[config.mk]
export PLATFORM = sky130hd
export DESIGN_NAME = csp_core_status
export DESIGN_NICKNAME = d
export VERILOG_FILES = /design/src/verilog/csp_pkg.sv /design/src/verilog/csp_flag_calc.sv /design/src/verilog/csp_core_status.sv
export VERILOG_INCLUDE_DIRS = /design/src /design/src/verilog
export SDC_FILE = /design/constraint.sdc
export NUM_CORES = 1
export LEC_CHECK = 0
export BUFFER_PORTS_ARGS = -buffer_cell sky130_fd_sc_hd__buf_4
export CAP_MARGIN = 20
export CORE_MARGIN = 2
export CORE_UTILIZATION = 42
export CTS_CLUSTER_SIZE = 25
export DETAILED_ROUTE_END_ITERATION = 10
export PLACE_DENSITY_LB_ADDON = 0.08
export RECOVER_POWER = 50
export SLEW_MARGIN = 30
export SYNTH_ARGS = -nofsm -noshare
export SYNTH_HDL_FRONTEND = slang
export SYNTH_SLANG_ARGS = --single-unit
[constraint.sdc]
create_clock -name mclk -period 2.75 [get_ports mclk]
set_input_delay 0.275 -clock mclk [delete_from_list [all_inputs] [get_ports mclk]]
set_output_delay 0.275 -clock mclk [all_outputs]
set_load 0.05 [all_outputs]
[src/verilog/csp_defines.svh]
// Register indices, field positions, reset values and bus codes of the core status block
`ifndef CSP_DEFINES_SVH
`define CSP_DEFINES_SVH

// Register indices; byte address is four times the index
`define CSP_IDX_BANK 6'h04
`define CSP_IDX_TABLE_PTR_LOW 6'h07
`define CSP_IDX_TABLE_READ_HIGH_BYTE 6'h08
`define CSP_IDX_TABLE_PTR_HIGH 6'h09
`define CSP_IDX_FLAGS 6'h0A

// Flag positions inside the status byte
`define CSP_C_BIT 0
`define CSP_AC_BIT 1
`define CSP_Z_BIT 2
`define CSP_OV_BIT 3
`define CSP_PDF_BIT 4
`define CSP_TO_BIT 5
`define CSP_ARITH_MSB 3

// Reset values
`define CSP_FLAGS_RST 6'h00
`define CSP_BANK_RST 1'h0
`define CSP_BYTE_RST 8'h00

// Special registers below this address sit in every bank
`define CSP_SFR_TOP 8'h40

// Bus answers
`define CSP_RESP_OKAY 2'h0
`define CSP_RESP_DECERR 2'h3

`endif

[src/verilog/csp_pkg.sv]
// Types shared by the core status block and its flag calculator
package csp_pkg;

	typedef enum logic [2:0] {
		CSP_OP_ADD = 3'b000,
		CSP_OP_ADC = 3'b001,
		CSP_OP_SUB = 3'b010,
		CSP_OP_SBC = 3'b011,
		CSP_OP_LOGIC = 3'b100,
		CSP_OP_RLC = 3'b101,
		CSP_OP_RRC = 3'b110
	} csp_alu_op_e;

	typedef enum logic [2:0] {
		CSP_PTR_NONE = 3'b000,
		CSP_PTR_INC_LOW = 3'b001,
		CSP_PTR_DEC_LOW = 3'b010,
		CSP_PTR_INC_HIGH = 3'b011,
		CSP_PTR_DEC_HIGH = 3'b100
	} csp_ptr_op_e;

	typedef enum logic [1:0] {
		CSP_DM_DIRECT = 2'b00,
		CSP_DM_IND_ONE = 2'b01,
		CSP_DM_IND_TWO = 2'b10
	} csp_dm_mode_e;

	typedef struct packed {
		logic valid;
		csp_alu_op_e op;
		logic [7:0] a;
		logic [7:0] b;
	} csp_alu_req_s;

	typedef struct packed {
		logic awvalid;
		logic [7:0] awaddr;
		logic wvalid;
		logic [31:0] wdata;
		logic [3:0] wstrb;
		logic bready;
		logic arvalid;
		logic [7:0] araddr;
		logic rready;
	} csp_axi_req_s;

	typedef struct packed {
		logic awready;
		logic wready;
		logic bvalid;
		logic [1:0] bresp;
		logic arready;
		logic rvalid;
		logic [31:0] rdata;
		logic [1:0] rresp;
	} csp_axi_rsp_s;

	typedef struct packed {
		logic bank_select_bit;
		logic [7:0] table_ptr_low;
		logic [7:0] table_ptr_high;
		logic [7:0] table_read_high_byte;
		logic [5:0] flags;
		logic tbl_busy;
		logic [7:0] tbl_low_byte;
		logic tbl_low_valid;
		logic [7:0] alu_result;
		logic alu_done;
		logic dm_bank;
		logic aw_held;
		logic [7:0] awaddr;
		logic w_held;
		logic [7:0] wdata;
		logic wstrb0;
		csp_axi_rsp_s rsp;
	} csp_state_s;

endpackage : csp_pkg

[src/verilog/csp_flag_calc.sv]
// ALU flag calculator for add, subtract, logic and rotate-through-carry results
`timescale 1ns/10ps
module csp_flag_calc
	import csp_pkg::*;
(
	input wire csp_alu_op_e op,
	input wire logic [7:0] a,
	input wire logic [7:0] b,
	input wire logic carry_in,
	output logic [7:0] result,
	output logic [3:0] flags_new,
	output logic [3:0] upd_mask
);
	logic [7:0] bb;
	logic cin;
	logic [8:0] sum9;
	logic [4:0] lo5;
	logic [7:0] lo8;

	always_comb begin
		// Subtract as a + ~b + 1 so carry out means no borrow
		bb = (op == CSP_OP_SUB || op == CSP_OP_SBC) ? ~b : b;
		unique case (op)
			CSP_OP_ADD: cin = 1'b0;
			CSP_OP_SUB: cin = 1'b1;
			default: cin = carry_in;
		endcase
		sum9 = {1'b0, a} + {1'b0, bb} + {8'h00, cin};
		lo5 = {1'b0, a[3:0]} + {1'b0, bb[3:0]} + {4'h0, cin};
		lo8 = {1'b0, a[6:0]} + {1'b0, bb[6:0]} + {7'h00, cin};
		result = sum9[7:0];
		flags_new = {lo8[7] ^ sum9[8], sum9[7:0] == 8'h00, lo5[4], sum9[8]};
		upd_mask = 4'hF;
		unique case (op)
			CSP_OP_LOGIC: begin
				result = a;
				flags_new = {1'b0, a == 8'h00, 2'b00};
				upd_mask = 4'h4;
			end
			CSP_OP_RLC: begin
				result = {a[6:0], carry_in};
				flags_new = {3'b000, a[7]};
				upd_mask = 4'h1;
			end
			CSP_OP_RRC: begin
				result = {carry_in, a[7:1]};
				flags_new = {3'b000, a[0]};
				upd_mask = 4'h1;
			end
			default: begin
			end
		endcase
	end
endmodule : csp_flag_calc

[src/verilog/csp_core_status.sv]
// Core status flags, bank select and table pointer registers with an AXI4-Lite slave
//
// Function
// Table pointers form the table read address
// Table read loads high byte register
// Bank register holds one bit, rest zero
// Status writes touch only arithmetic flags
// Carry from add, no-borrow, rotate
// Half carry from low nibble
// Zero flag tracks zero result
// Overflow when msb carries differ
// Power-down flag: halt sets, clear/power-up clears
// Time-out flag: timeout sets, clear/halt/power-up clears
// Flags never saved on calls or interrupts
// Status eight bits, top two zero
// Direct access hits bank zero only
// Bank kept over watchdog reset in power-down
//
// Implementation choices: register access over AXI4-Lite and the register offsets.
`include "csp_defines.svh"
`timescale 1ns/10ps
module csp_core_status
	import csp_pkg::*;
(
	input wire logic mclk,
	input wire logic rst_n,
	input wire logic rst_is_power_up,
	input wire logic rst_is_wdt_pd,
	input wire csp_axi_req_s axi_req,
	output csp_axi_rsp_s axi_rsp,
	input wire csp_alu_req_s alu_req,
	output logic [7:0] alu_result,
	output logic alu_done,
	input wire csp_ptr_op_e ptr_op,
	input wire logic tbl_rd_req,
	input wire logic pm_valid,
	input wire logic [15:0] pm_word,
	output logic [15:0] tbl_addr,
	output logic tbl_busy,
	output logic [7:0] tbl_low_byte,
	output logic tbl_low_valid,
	input wire logic halt_instr,
	input wire logic watchdog_clear_instr,
	input wire logic wdt_timeout,
	input wire logic dm_req,
	input wire csp_dm_mode_e dm_mode,
	input wire logic [7:0] dm_addr,
	output logic dm_bank,
	output logic [5:0] core_flags,
	output logic bank_select_bit
);
	csp_state_s s_reg;
	csp_state_s s_next;
	logic [7:0] calc_result;
	logic [3:0] calc_flags;
	logic [3:0] calc_mask;
	logic wr_fire;
	logic rd_fire;
	logic [5:0] rd_idx;

	csp_flag_calc u_flag_calc (
		.op(alu_req.op),
		.a(alu_req.a),
		.b(alu_req.b),
		.carry_in(s_reg.flags[`CSP_C_BIT]),
		.result(calc_result),
		.flags_new(calc_flags),
		.upd_mask(calc_mask)
	);

	function automatic logic reg_hit(input logic [5:0] idx);
		reg_hit = idx == `CSP_IDX_BANK || idx == `CSP_IDX_TABLE_PTR_LOW || idx == `CSP_IDX_TABLE_READ_HIGH_BYTE ||
			idx == `CSP_IDX_TABLE_PTR_HIGH || idx == `CSP_IDX_FLAGS;
	endfunction : reg_hit

	function automatic logic [31:0] read_word(input csp_state_s st, input logic [5:0] idx);
		read_word = 32'h0000_0000;
		// upper bank bits read zero
		if (idx == `CSP_IDX_BANK) begin
			read_word = {31'h0000_0000, st.bank_select_bit};
		end
		if (idx == `CSP_IDX_TABLE_PTR_LOW) begin
			read_word = {24'h00_0000, st.table_ptr_low};
		end
		if (idx == `CSP_IDX_TABLE_READ_HIGH_BYTE) begin
			read_word = {24'h00_0000, st.table_read_high_byte};
		end
		if (idx == `CSP_IDX_TABLE_PTR_HIGH) begin
			read_word = {24'h00_0000, st.table_ptr_high};
		end
		// top two status bits zero
		if (idx == `CSP_IDX_FLAGS) begin
			read_word = {26'h000_0000, st.flags};
		end
	endfunction : read_word

	assign rd_idx = axi_req.araddr[7:2];
	// Both halves of a write are held before it lands, so it lands in one cycle
	assign wr_fire = s_reg.aw_held && s_reg.w_held && !s_reg.rsp.bvalid;
	assign rd_fire = axi_req.arvalid && s_reg.rsp.arready;

	always_comb begin
		s_next = s_reg;
		s_next.tbl_low_valid = 1'b0;
		s_next.alu_done = 1'b0;

		// Write address and data channels, taken in either order
		if (axi_req.awvalid && s_reg.rsp.awready) begin
			s_next.aw_held = 1'b1;
			s_next.awaddr = axi_req.awaddr;
		end
		if (axi_req.wvalid && s_reg.rsp.wready) begin
			s_next.w_held = 1'b1;
			s_next.wdata = axi_req.wdata[7:0];
			s_next.wstrb0 = axi_req.wstrb[0];
		end
		if (s_reg.rsp.bvalid && axi_req.bready) begin
			s_next.rsp.bvalid = 1'b0;
		end
		if (wr_fire) begin
			s_next.aw_held = 1'b0;
			s_next.w_held = 1'b0;
			s_next.rsp.bvalid = 1'b1;
			s_next.rsp.bresp = reg_hit(s_reg.awaddr[7:2]) ? `CSP_RESP_OKAY : `CSP_RESP_DECERR;
			// Only byte lane 0 carries register data
			if (s_reg.wstrb0) begin
				// only the low bank bit is stored
				if (s_reg.awaddr[7:2] == `CSP_IDX_BANK) begin
					s_next.bank_select_bit = s_reg.wdata[0];
				end
				if (s_reg.awaddr[7:2] == `CSP_IDX_TABLE_PTR_LOW) begin
					s_next.table_ptr_low = s_reg.wdata;
				end
				if (s_reg.awaddr[7:2] == `CSP_IDX_TABLE_PTR_HIGH) begin
					s_next.table_ptr_high = s_reg.wdata;
				end
				// time-out and power-down bits ignore writes
				if (s_reg.awaddr[7:2] == `CSP_IDX_FLAGS) begin
					s_next.flags[`CSP_ARITH_MSB:0] = s_reg.wdata[`CSP_ARITH_MSB:0];
				end
			end
		end

		// Read channel answers the cycle after the address is taken
		if (s_reg.rsp.rvalid && axi_req.rready) begin
			s_next.rsp.rvalid = 1'b0;
		end
		if (rd_fire) begin
			s_next.rsp.rvalid = 1'b1;
			s_next.rsp.rdata = read_word(s_reg, rd_idx);
			s_next.rsp.rresp = reg_hit(rd_idx) ? `CSP_RESP_OKAY : `CSP_RESP_DECERR;
		end

		// pointer steps from the datapath win over a bus write in the same cycle
		unique case (ptr_op)
			CSP_PTR_INC_LOW: s_next.table_ptr_low = s_reg.table_ptr_low + 8'h01;
			CSP_PTR_DEC_LOW: s_next.table_ptr_low = s_reg.table_ptr_low - 8'h01;
			CSP_PTR_INC_HIGH: s_next.table_ptr_high = s_reg.table_ptr_high + 8'h01;
			CSP_PTR_DEC_HIGH: s_next.table_ptr_high = s_reg.table_ptr_high - 8'h01;
			default: begin
			end
		endcase

		// table read starts with the current pointer pair as address
		if (tbl_rd_req && !s_reg.tbl_busy) begin
			s_next.tbl_busy = 1'b1;
		end
		// high byte kept here, low byte handed back to the datapath
		if (s_reg.tbl_busy && pm_valid) begin
			s_next.tbl_busy = 1'b0;
			s_next.table_read_high_byte = pm_word[15:8];
			s_next.tbl_low_byte = pm_word[7:0];
			s_next.tbl_low_valid = 1'b1;
		end

		// ALU result wins over a same-cycle status write
		if (alu_req.valid) begin
			s_next.alu_result = calc_result;
			s_next.alu_done = 1'b1;
			for (int i = 0; i <= `CSP_ARITH_MSB; i++) begin
				if (calc_mask[i]) begin
					s_next.flags[i] = calc_flags[i];
				end
			end
		end

		// halt sets, watchdog clear clears
		if (halt_instr) begin
			s_next.flags[`CSP_PDF_BIT] = 1'b1;
		end else if (watchdog_clear_instr) begin
			s_next.flags[`CSP_PDF_BIT] = 1'b0;
		end
		// a timeout in the clearing cycle is not lost
		if (wdt_timeout) begin
			s_next.flags[`CSP_TO_BIT] = 1'b1;
		end else if (watchdog_clear_instr || halt_instr) begin
			s_next.flags[`CSP_TO_BIT] = 1'b0;
		end

		// direct and first-pointer accesses and special registers use bank zero
		if (dm_req) begin
			s_next.dm_bank = (dm_mode == CSP_DM_IND_TWO && dm_addr >= `CSP_SFR_TOP) ?
				s_reg.bank_select_bit : 1'b0;
		end

		// flags live only here; calls and interrupts never copy them out
		s_next.rsp.awready = !s_next.aw_held && !s_next.rsp.bvalid;
		s_next.rsp.wready = !s_next.w_held && !s_next.rsp.bvalid;
		s_next.rsp.arready = !s_next.rsp.rvalid;

		if (!rst_n) begin
			s_next.table_ptr_low = `CSP_BYTE_RST;
			s_next.table_ptr_high = `CSP_BYTE_RST;
			s_next.table_read_high_byte = `CSP_BYTE_RST;
			s_next.tbl_busy = 1'b0;
			s_next.tbl_low_byte = `CSP_BYTE_RST;
			s_next.tbl_low_valid = 1'b0;
			s_next.alu_result = `CSP_BYTE_RST;
			s_next.alu_done = 1'b0;
			s_next.dm_bank = `CSP_BANK_RST;
			s_next.aw_held = 1'b0;
			s_next.awaddr = `CSP_BYTE_RST;
			s_next.w_held = 1'b0;
			s_next.wdata = `CSP_BYTE_RST;
			s_next.wstrb0 = 1'b0;
			s_next.rsp = '0;
			// arithmetic flags have no documented reset; zero keeps them defined
			s_next.flags[`CSP_ARITH_MSB:0] = 4'(`CSP_FLAGS_RST);
			// power-up clears the system flags, other resets leave them
			if (rst_is_power_up) begin
				s_next.flags = `CSP_FLAGS_RST;
			end
			// a watchdog reset while powered down leaves the bank alone
			if (!rst_is_wdt_pd) begin
				s_next.bank_select_bit = `CSP_BANK_RST;
			end
		end
	end

	always_ff @(posedge mclk) begin
		s_reg <= s_next;
	end

	assign axi_rsp = s_reg.rsp;
	assign alu_result = s_reg.alu_result;
	assign alu_done = s_reg.alu_done;
	assign tbl_addr = {s_reg.table_ptr_high, s_reg.table_ptr_low};
	assign tbl_busy = s_reg.tbl_busy;
	assign tbl_low_byte = s_reg.tbl_low_byte;
	assign tbl_low_valid = s_reg.tbl_low_valid;
	assign dm_bank = s_reg.dm_bank;
	assign core_flags = s_reg.flags;
	assign bank_select_bit = s_reg.bank_select_bit;

	// Checks
	table_high_load_a: assert property (
		@(posedge mclk) disable iff (!rst_n)
		tbl_busy && pm_valid |=> tbl_low_valid && s_reg.table_read_high_byte == $past(pm_word[15:8]))
		else $error("table read high byte not loaded");

	status_write_ro_a: assert property (
		@(posedge mclk) disable iff (!rst_n)
		wr_fire && s_reg.awaddr[7:2] == `CSP_IDX_FLAGS && !halt_instr && !watchdog_clear_instr && !wdt_timeout
		|=> $stable(core_flags[5:4]))
		else $error("status write changed system flags");

	carry_on_add_a: assert property (
		@(posedge mclk) disable iff (!rst_n)
		alu_req.valid && alu_req.op == CSP_OP_ADD
		|=> core_flags[`CSP_C_BIT] == $past(({1'b0, alu_req.a} + {1'b0, alu_req.b}) > 9'h0FF))
		else $error("carry flag wrong after add");

	half_carry_add_a: assert property (
		@(posedge mclk) disable iff (!rst_n)
		alu_req.valid && alu_req.op == CSP_OP_ADD
		|=> core_flags[`CSP_AC_BIT] == $past(({1'b0, alu_req.a[3:0]} + {1'b0, alu_req.b[3:0]}) > 5'h0F))
		else $error("half carry flag wrong after add");

	zero_on_logic_a: assert property (
		@(posedge mclk) disable iff (!rst_n)
		alu_req.valid && alu_req.op == CSP_OP_LOGIC |=> core_flags[`CSP_Z_BIT] == ($past(alu_req.a) == 8'h00))
		else $error("zero flag disagrees with result");

	overflow_sign_a: assert property (
		@(posedge mclk) disable iff (!rst_n)
		alu_req.valid && alu_req.op == CSP_OP_ADD && alu_req.a[7] == alu_req.b[7]
		|=> core_flags[`CSP_OV_BIT] == (alu_result[7] != $past(alu_req.a[7])))
		else $error("overflow flag wrong after add");

	pdf_on_halt_a: assert property (
		@(posedge mclk) disable iff (!rst_n)
		(halt_instr |=> core_flags[`CSP_PDF_BIT]) and
		(watchdog_clear_instr && !halt_instr |=> !core_flags[`CSP_PDF_BIT]))
		else $error("power-down flag wrong");

	timeout_flag_a: assert property (
		@(posedge mclk) disable iff (!rst_n)
		(wdt_timeout |=> core_flags[`CSP_TO_BIT]) and
		(!wdt_timeout && (halt_instr || watchdog_clear_instr) |=> !core_flags[`CSP_TO_BIT]))
		else $error("time-out flag wrong");

	direct_bank_zero_a: assert property (
		@(posedge mclk) disable iff (!rst_n)
		dm_req && dm_mode != CSP_DM_IND_TWO |=> !dm_bank)
		else $error("direct access left bank zero");

	indirect_bank_a: assert property (
		@(posedge mclk) disable iff (!rst_n)
		dm_req && dm_mode == CSP_DM_IND_TWO && dm_addr >= `CSP_SFR_TOP
		|=> dm_bank == $past(bank_select_bit))
		else $error("second pointer ignored bank select");

	carry_on_sub_a: assert property (
		@(posedge mclk) disable iff (!rst_n)
		alu_req.valid && alu_req.op == CSP_OP_SUB
		|=> core_flags[`CSP_C_BIT] == $past(alu_req.a >= alu_req.b))
		else $error("carry flag wrong after subtract");

	rotate_carry_a: assert property (
		@(posedge mclk) disable iff (!rst_n)
		(alu_req.valid && alu_req.op == CSP_OP_RLC |=> core_flags[`CSP_C_BIT] == $past(alu_req.a[7])) and
		(alu_req.valid && alu_req.op == CSP_OP_RRC |=> core_flags[`CSP_C_BIT] == $past(alu_req.a[0])))
		else $error("carry flag wrong after rotate");

	half_carry_sub_a: assert property (
		@(posedge mclk) disable iff (!rst_n)
		alu_req.valid && alu_req.op == CSP_OP_SUB
		|=> core_flags[`CSP_AC_BIT] == $past(alu_req.a[3:0] >= alu_req.b[3:0]))
		else $error("half carry flag wrong after subtract");

	bank_read_zero_a: assert property (
		@(posedge mclk) disable iff (!rst_n)
		rd_fire && rd_idx == `CSP_IDX_BANK
		|=> axi_rsp.rdata[31:1] == 31'h0000_0000 && axi_rsp.rdata[0] == $past(bank_select_bit))
		else $error("bank register read wrong");

	status_top_zero_a: assert property (
		@(posedge mclk) disable iff (!rst_n)
		rd_fire && rd_idx == `CSP_IDX_FLAGS |=> axi_rsp.rdata[7:6] == 2'b00)
		else $error("status top bits not zero");

	pointer_step_a: assert property (
		@(posedge mclk) disable iff (!rst_n)
		(ptr_op == CSP_PTR_INC_LOW |=> tbl_addr[7:0] == $past(tbl_addr[7:0]) + 8'h01) and
		(ptr_op == CSP_PTR_DEC_HIGH |=> tbl_addr[15:8] == $past(tbl_addr[15:8]) - 8'h01))
		else $error("table pointer step wrong");

	// No disable here: these watch the reset itself
	bank_reset_a: assert property (
		@(posedge mclk)
		(!rst_n && !rst_is_wdt_pd |=> !bank_select_bit) and
		(!rst_n && rst_is_wdt_pd |=> $stable(bank_select_bit)))
		else $error("bank select reset wrong");

	power_up_clear_a: assert property (
		@(posedge mclk)
		!rst_n && rst_is_power_up |=> core_flags[5:4] == 2'b00)
		else $error("power-up left system flags set");

endmodule : csp_core_status

# --- Yosys cells after proc, flatten, opt, wreduce, memory -nomap -nowiden ---
# Index checks and enable logic that the tools add are counted.
word_totals:
  ff_bits: 111
  latch_bits: 0
  ramBits: 0
  rom_bits: 0
  in_bits: 116
  output_inout_bits: 84
  wordCells: 147
  memories: 0
classes:
  n_addsub: 10
  multipliers: 0
  div_mod_pow: 0
  magnitude_cmp: 1
  eq_ne: 20
  shifts: 0
  muxes: 48
  bitwise: 3
  reduce_logical: 41
ops:
  columns: ["op", "count"]
  rows:
  - ["32-bit 2-to-1 mux", 4]
  - ["111-bit 2-to-1 mux", 1]
  - ["6-bit by 4-bit equality test with 1-bit output, second input constant", 6]
  - ["35-bit 2-to-1 mux", 1]
  - ["17-bit 2-to-1 mux", 2]
  - ["8-bit 2-to-1 mux", 4]
  - ["8-bit one-hot mux with 2 select lines", 2]
  - ["6-bit by 3-bit equality test with 1-bit output, second input constant", 4]
  - ["8-bit one-hot mux with 3 select lines", 1]
  - ["10-bit 2-to-1 mux", 2]
  - ["1-bit 2-to-1 mux", 18]
  - ["9-bit 2-to-1 mux", 2]
  - ["3-bit nonzero test", 6]
  - ["8-bit by 1-bit adder with 8-bit output, second input constant", 2]
  - ["8-bit logical NOT", 2]
  - ["4-bit 2-to-1 mux", 4]
  - ["8-bit by 1-bit subtractor with 8-bit output, second input constant", 2]
  - ["3-bit by 2-bit equality test with 1-bit output, second input constant", 4]
  - ["3-bit equality test, second input constant", 4]
  - ["1-bit logical AND", 12]
  - ["4-bit one-hot mux with 3 select lines", 1]
  - ["1-bit logical OR", 10]
  - ["8-bit by 8-bit adder with 9-bit output", 1]
  - ["9-bit by 1-bit adder with 9-bit output", 1]
  - ["19 further kinds", 27]

# --- Longest topological paths before layout ---
depth:
  ltp_word: 10
  mapped_depth: 12
  mapped_depth_nobuf: 10

# --- Cells and area by module ---
# From an unflattened synthesis, not the netlist that was laid out.
hier_totals:
  cells_unflattened: 644
  area_unflattened_um2: 5442.7
modules_own_cells:
  columns: ["module", "n_inst", "cells_per_inst", "area_per_inst_um2", "seq_area_each_um2"]
  rows:
  - ["csp_core_status", 1, 518, 4530.6, 1661.6]
  - ["csp_flag_calc", 1, 126, 912.1, 0.0]

# --- Worst setup path before layout ---
# No wires, ideal clock.
synth_path:
  path_type: "input-to-reg"
  startpoint: "input alu_req[17] (netlist name)"
  endpoint: "register s_reg, in the netlist alu_result[6]"
  setup_ps: 119
  arrival_time_ps: 2808
  t_required_ps: 2631
  slack_ps: -176
  stages: 12
  path_buffers: 2
  path_cell_list: "buf_1 nand2b_1 clkbuf_1 xor2_1 fa_1 fa_1 nor2b_1 o311ai_0 a21oi_1 xnor2_1 nor2_1 o221a_2"
synth_via:
  elab_chain_cells: 6
  elab_cells_between_ends: 12
  cone_classes: "2 x add/sub; 5 x eq/ne; 3 x mux; 2 x reduce/logical"
synth_lines:
  columns: ["item", "line", "rtl"]
  rows:
  - ["start: declaration", "csp_core_status.sv:31", "input wire csp_alu_req_s alu_req,"]
  - ["3-bit by 2-bit equality test with 1-bit output, on equally long branches", "csp_flag_calc.sv:22, csp_flag_calc.sv:23", null]
  - ["1-bit logical OR", "csp_flag_calc.sv:22", "bb = (op == CSP_OP_SUB || op == CSP_OP_SBC) ? ~b : b;"]
  - ["8-bit 2-to-1 mux", "csp_flag_calc.sv:22", null]
  - ["8-bit by 8-bit adder with 9-bit output", "csp_flag_calc.sv:28", "sum9 = {1'b0, a} + {1'b0, bb} + {8'h00, cin};"]
  - ["9-bit by 1-bit adder with 9-bit output", "csp_flag_calc.sv:28", null]
  - ["8-bit one-hot mux with 3 select lines (*)", "csp_flag_calc.sv:34", "unique case (op)"]
  - ["end signal: assignment", "csp_core_status.sv:241", "s_reg <= s_next;"]
  - ["end: declaration", "csp_core_status.sv:52", "csp_state_s s_reg;"]
# Every way passes the cells marked *; elsewhere a longest branch is shown, timed or not.
# A chain may end at the register's enable or synchronous reset.

# --- Final worst setup path ---
layout_path:
  startpoint: "register s_reg, in the netlist core_flags[0]"
  endpoint: "register s_reg, in the netlist alu_result[6]"
layout_via:
  elab_chain_cells: 3
layout_lines:
  columns: ["item", "line", "rtl"]
  rows:
  - ["1-bit one-hot mux with 2 select lines", "csp_flag_calc.sv:23", "unique case (op)"]
  - ["9-bit by 1-bit adder with 9-bit output", "csp_flag_calc.sv:28", null]
  - ["8-bit one-hot mux with 3 select lines", "csp_flag_calc.sv:34", null]
# Every way passes these cells.

==> impl_metrics.yaml <==
route:
  post_drt_via_cell_ratio: 5.15
  drt-total-wl_microns: 13600
  routedWlPerCell_microns: 15.3
  dr.pass1.iters: 5
  drt_iter0_drc: 246
  ant_nets: 0
  vias: 4555
  post-route-drc-count: 0
logic_synthesis:
  avgSynthCellArea_sq_um: 8.35
  synth_compound_area_share_pct: 20.9
  synth_fa_ha_area_share_pct: 6.02
  synth-seq-cells: 83
  synth_top_family_by_area: "compound AO/OA/AOI/OAI gates"
  muxShareOfSynthArea_pct: 5.19
  yosysSeqAreaShare_pct: 31.5
  synth_xor_area_share_pct: 4.65
  synth-main-ff-cell: "dfxtp_1"
  synthSimpleGateAreaFrac_pct: 17.0
  ys_warn_count: 0
  netlist-cell-type-count: 62
  postSynth.asyncResetShare_pct: 0
  postSynthCellCount: 632
  synth_edf_count: 0
  synth_area_sq_um: 5280
critical_path:
  crit_end: "alu_result[6]"
  required_ps: 2980
  cp-startpoint: "core_flags[0]"
  cp_max_fo: 3
  r2r_start: "core_flags[0]"
  path_class: "reg2reg"
  ff2ff_setup_slack_ps: 300
  rr_endpoint: "alu_result[6]"
  start_kind: "flop"
  r2r_cells: 9
  end_kind: "flop"
  worstPathArrival_ps: 2680
timing:
  drv_slew: 0
  slew_headroom_pct: 20.0
  final.period_utilization_pct: 89.2
  fin_crit_ps: 2450
  tightest_slew_ps: 1200
  fin_ws_ps: 298
  final-hold-violation-count: 0
  fin_skew_ps: 5.90
  finalSetupViolations: 0
  fmax_ghz: 0.408
  rsz0062_at_grt: "no"
clocking:
  cts_resized: 0
  post_cts_buffers: 0
  cts_tree: "yes"
  clock-root-buffer: "clkbuf_16"
  ctsHoldBuffers: 0
  cts_buffers: 9
  clk_pin_slew_ps: 70
  worstSkewPairLatency_ps: 340
  cts.sink_count: 83
  cts_buffer_depth: 2
  h-tree-depth: 3
floorplan:
  dieArea_sq_um: 13500
  ios: 200
  fp-row-count: 40
  die_h_microns: 116
  die_w_microns: 116
  core_sq_um: 12100
  start_util_pct: 43.6
final_layout:
  num_antenna_cells: 0
  multi_input_area_sq_um: 2930
  fillers: 1228
  area_growth_pct: 16.4
  layout-drive-gt1-share_pct: 19.8
  nets: 851
  ff_latch_area_sq_um: 1660
  largest_reg_flops: 25
grt:
  antenna_found_initial: 0
  gr-usage-all-layers_pct: 19.8
  grt_pass1_vias: 4305
  grt_pass1_wl_microns: 21100
  grt_overflow: 0
  grt_max_degree: 34
run_status:
  status: "completed"
worst_hold_path:
  hold_path.class: "in2reg"
placement:
  dp_hpwl_microns: 10400
  preCtsSetupSlack_ps: -2.48
  port_buffers: 138
  gp_congestion: 0.865
run:
  drv_cap: 0
pwr:
  power_density_nw_per_um2: 580
  p_leak_nw: 2.62
  finalPower_w: 0.00356
  peakVddDrop_mv: 0.352
-- critical path, cell delays in order, from the launching register on --
cell	delay [ps]
dfxtp_1	360
mux2i_1	110
fa_1	420
fa_1	400
nor2b_1	190
o311ai_0	170
a21oi_1	210
xnor2_1	180
nor2_1	70
o221a_2	240
-- worst min-delay path by stage --
stage                from  slack [ps]  depth (start not counted)              end
5_1_grt        pm_word[1]         140                          2  tbl_low_byte[1]
6_report       tbl_rd_req         130                          2         tbl_busy
4_1_cts        tbl_rd_req         130                          2         tbl_busy
3_5_place_dp    s_reg[59]         440                          1      axi_rsp[40]
2_1_floorplan  tbl_rd_req         390                          1         tbl_busy
3_3_place_gp    s_reg[59]         440                          1      axi_rsp[40]
-- through the flow --
stage	setup TNS (ps)	util [%]	area, sq um	cells	hold WS [ps]
finish	0	50.7	6140	885	132
global route	0	50.7	6140	885	139
CTS	0	52.1	6310	885	125
detailed placement	-2.48	49.5	6000	869	440
global placement	0	49.5	6000	869	436
floorplan	0	-	5370	655	385
-- synth_stat cells, types with 4 or more instances --
| master | count | area share, % |
|---|---|---|
| a221oi_1 | 7 | 1.2 |
| mux2i_1 | 18 | 3.4 |
| a22o_1 | 16 | 2.7 |
| xnor2_1 | 20 | 3.3 |
| o21ai_0 | 26 | 2.5 |
| clkbuf_1 | 19 | 1.4 |
| nor3_1 | 5 | 0.47 |
| nor2_1 | 56 | 4.0 |
| nand2b_1 | 13 | 1.5 |
| buf_4 | 80 | 11 |
| xor2_1 | 8 | 1.3 |
| nand3b_1 | 5 | 0.71 |
| a31oi_1 | 5 | 0.59 |
| a211oi_1 | 23 | 3.3 |
| o22ai_1 | 5 | 0.59 |
| nor3b_1 | 4 | 0.57 |
| nand3_1 | 11 | 1.0 |
| a21o_1 | 5 | 0.71 |
| nand2_1 | 56 | 4.0 |
| nor4_1 | 6 | 0.71 |
| a21oi_1 | 45 | 4.3 |
| or2_2 | 4 | 0.47 |
| ha_1 | 19 | 4.5 |
| fa_1 | 4 | 1.5 |
| and2_1 | 5 | 0.59 |
| a21boi_0 | 4 | 0.57 |
| mux2_4 | 4 | 1.1 |
| dfxtp_1 | 83 | 31 |
| inv_1 | 18 | 1.3 |
| nor2b_1 | 12 | 1.4 |
-- layer usage --
layer / vias to the layer above / routed length [microns] / global-route usage [%] / share of wire (%)
li1: 2297 / - / - / -
met1: 2127 / 6480 / 26.7 / 48
met2: 124 / 6340 / 33.5 / 47
met3: 7 / 648 / 3.35 / 4.8
met4: 0 / 96 / 4.29 / 0.71
met5: - / 0 / 0 / 0
-- logic make-up (layout without fill, tap and decap cells) --
group	count (synthesis)	after routing
fa+ha+maj	23	23
buf+inv	123	185
compound gates	164	164
xor+xnor	28	28
other cells	1	24
flops	83	83
mux	25	25
simple gates	185	185
-- final cells by class --
class | count | share of cell area [%]
Multi-Input combinational cell | 449 | 47.7
Sequential cell | 83 | 27.1
Timing Repair Buffer | 150 | 15.7
Clock buffer | 9 | 3.67
Tap cell | 168 | 3.42
Clock inverter | 7 | 1.34
Inverter | 19 | 1.16
-- layout by cell type, fill, tap and decap left out, types with 6 or more instances in the layout --
cell type  instances
nor2b_1           12
nand3_1           11
inv_1             19
a21oi_1           45
o21ai_0           26
xnor2_1           20
a22o_1            16
clkbuf_16          9
ha_1              19
nand2b_1          13
clkbuf_1          43
nor4_1             6
xor2_1             8
mux2i_1           18
buf_4            106
nand2_1           56
dfxtp_1           83
nor2_1            56
a221oi_1           7
conb_1            24
a211oi_1          23
-- power by group --
group          switching (W)  internal [W]  leakage, nW  total [W]
sequential         0.0000785       0.00128        0.681    0.00136
combinational       0.000626      0.000335         1.79   0.000960
clock               0.000525      0.000718        0.145    0.00124
total                0.00123       0.00233         2.62    0.00356
No activity file was read; power rests on OpenSTA's default activity.
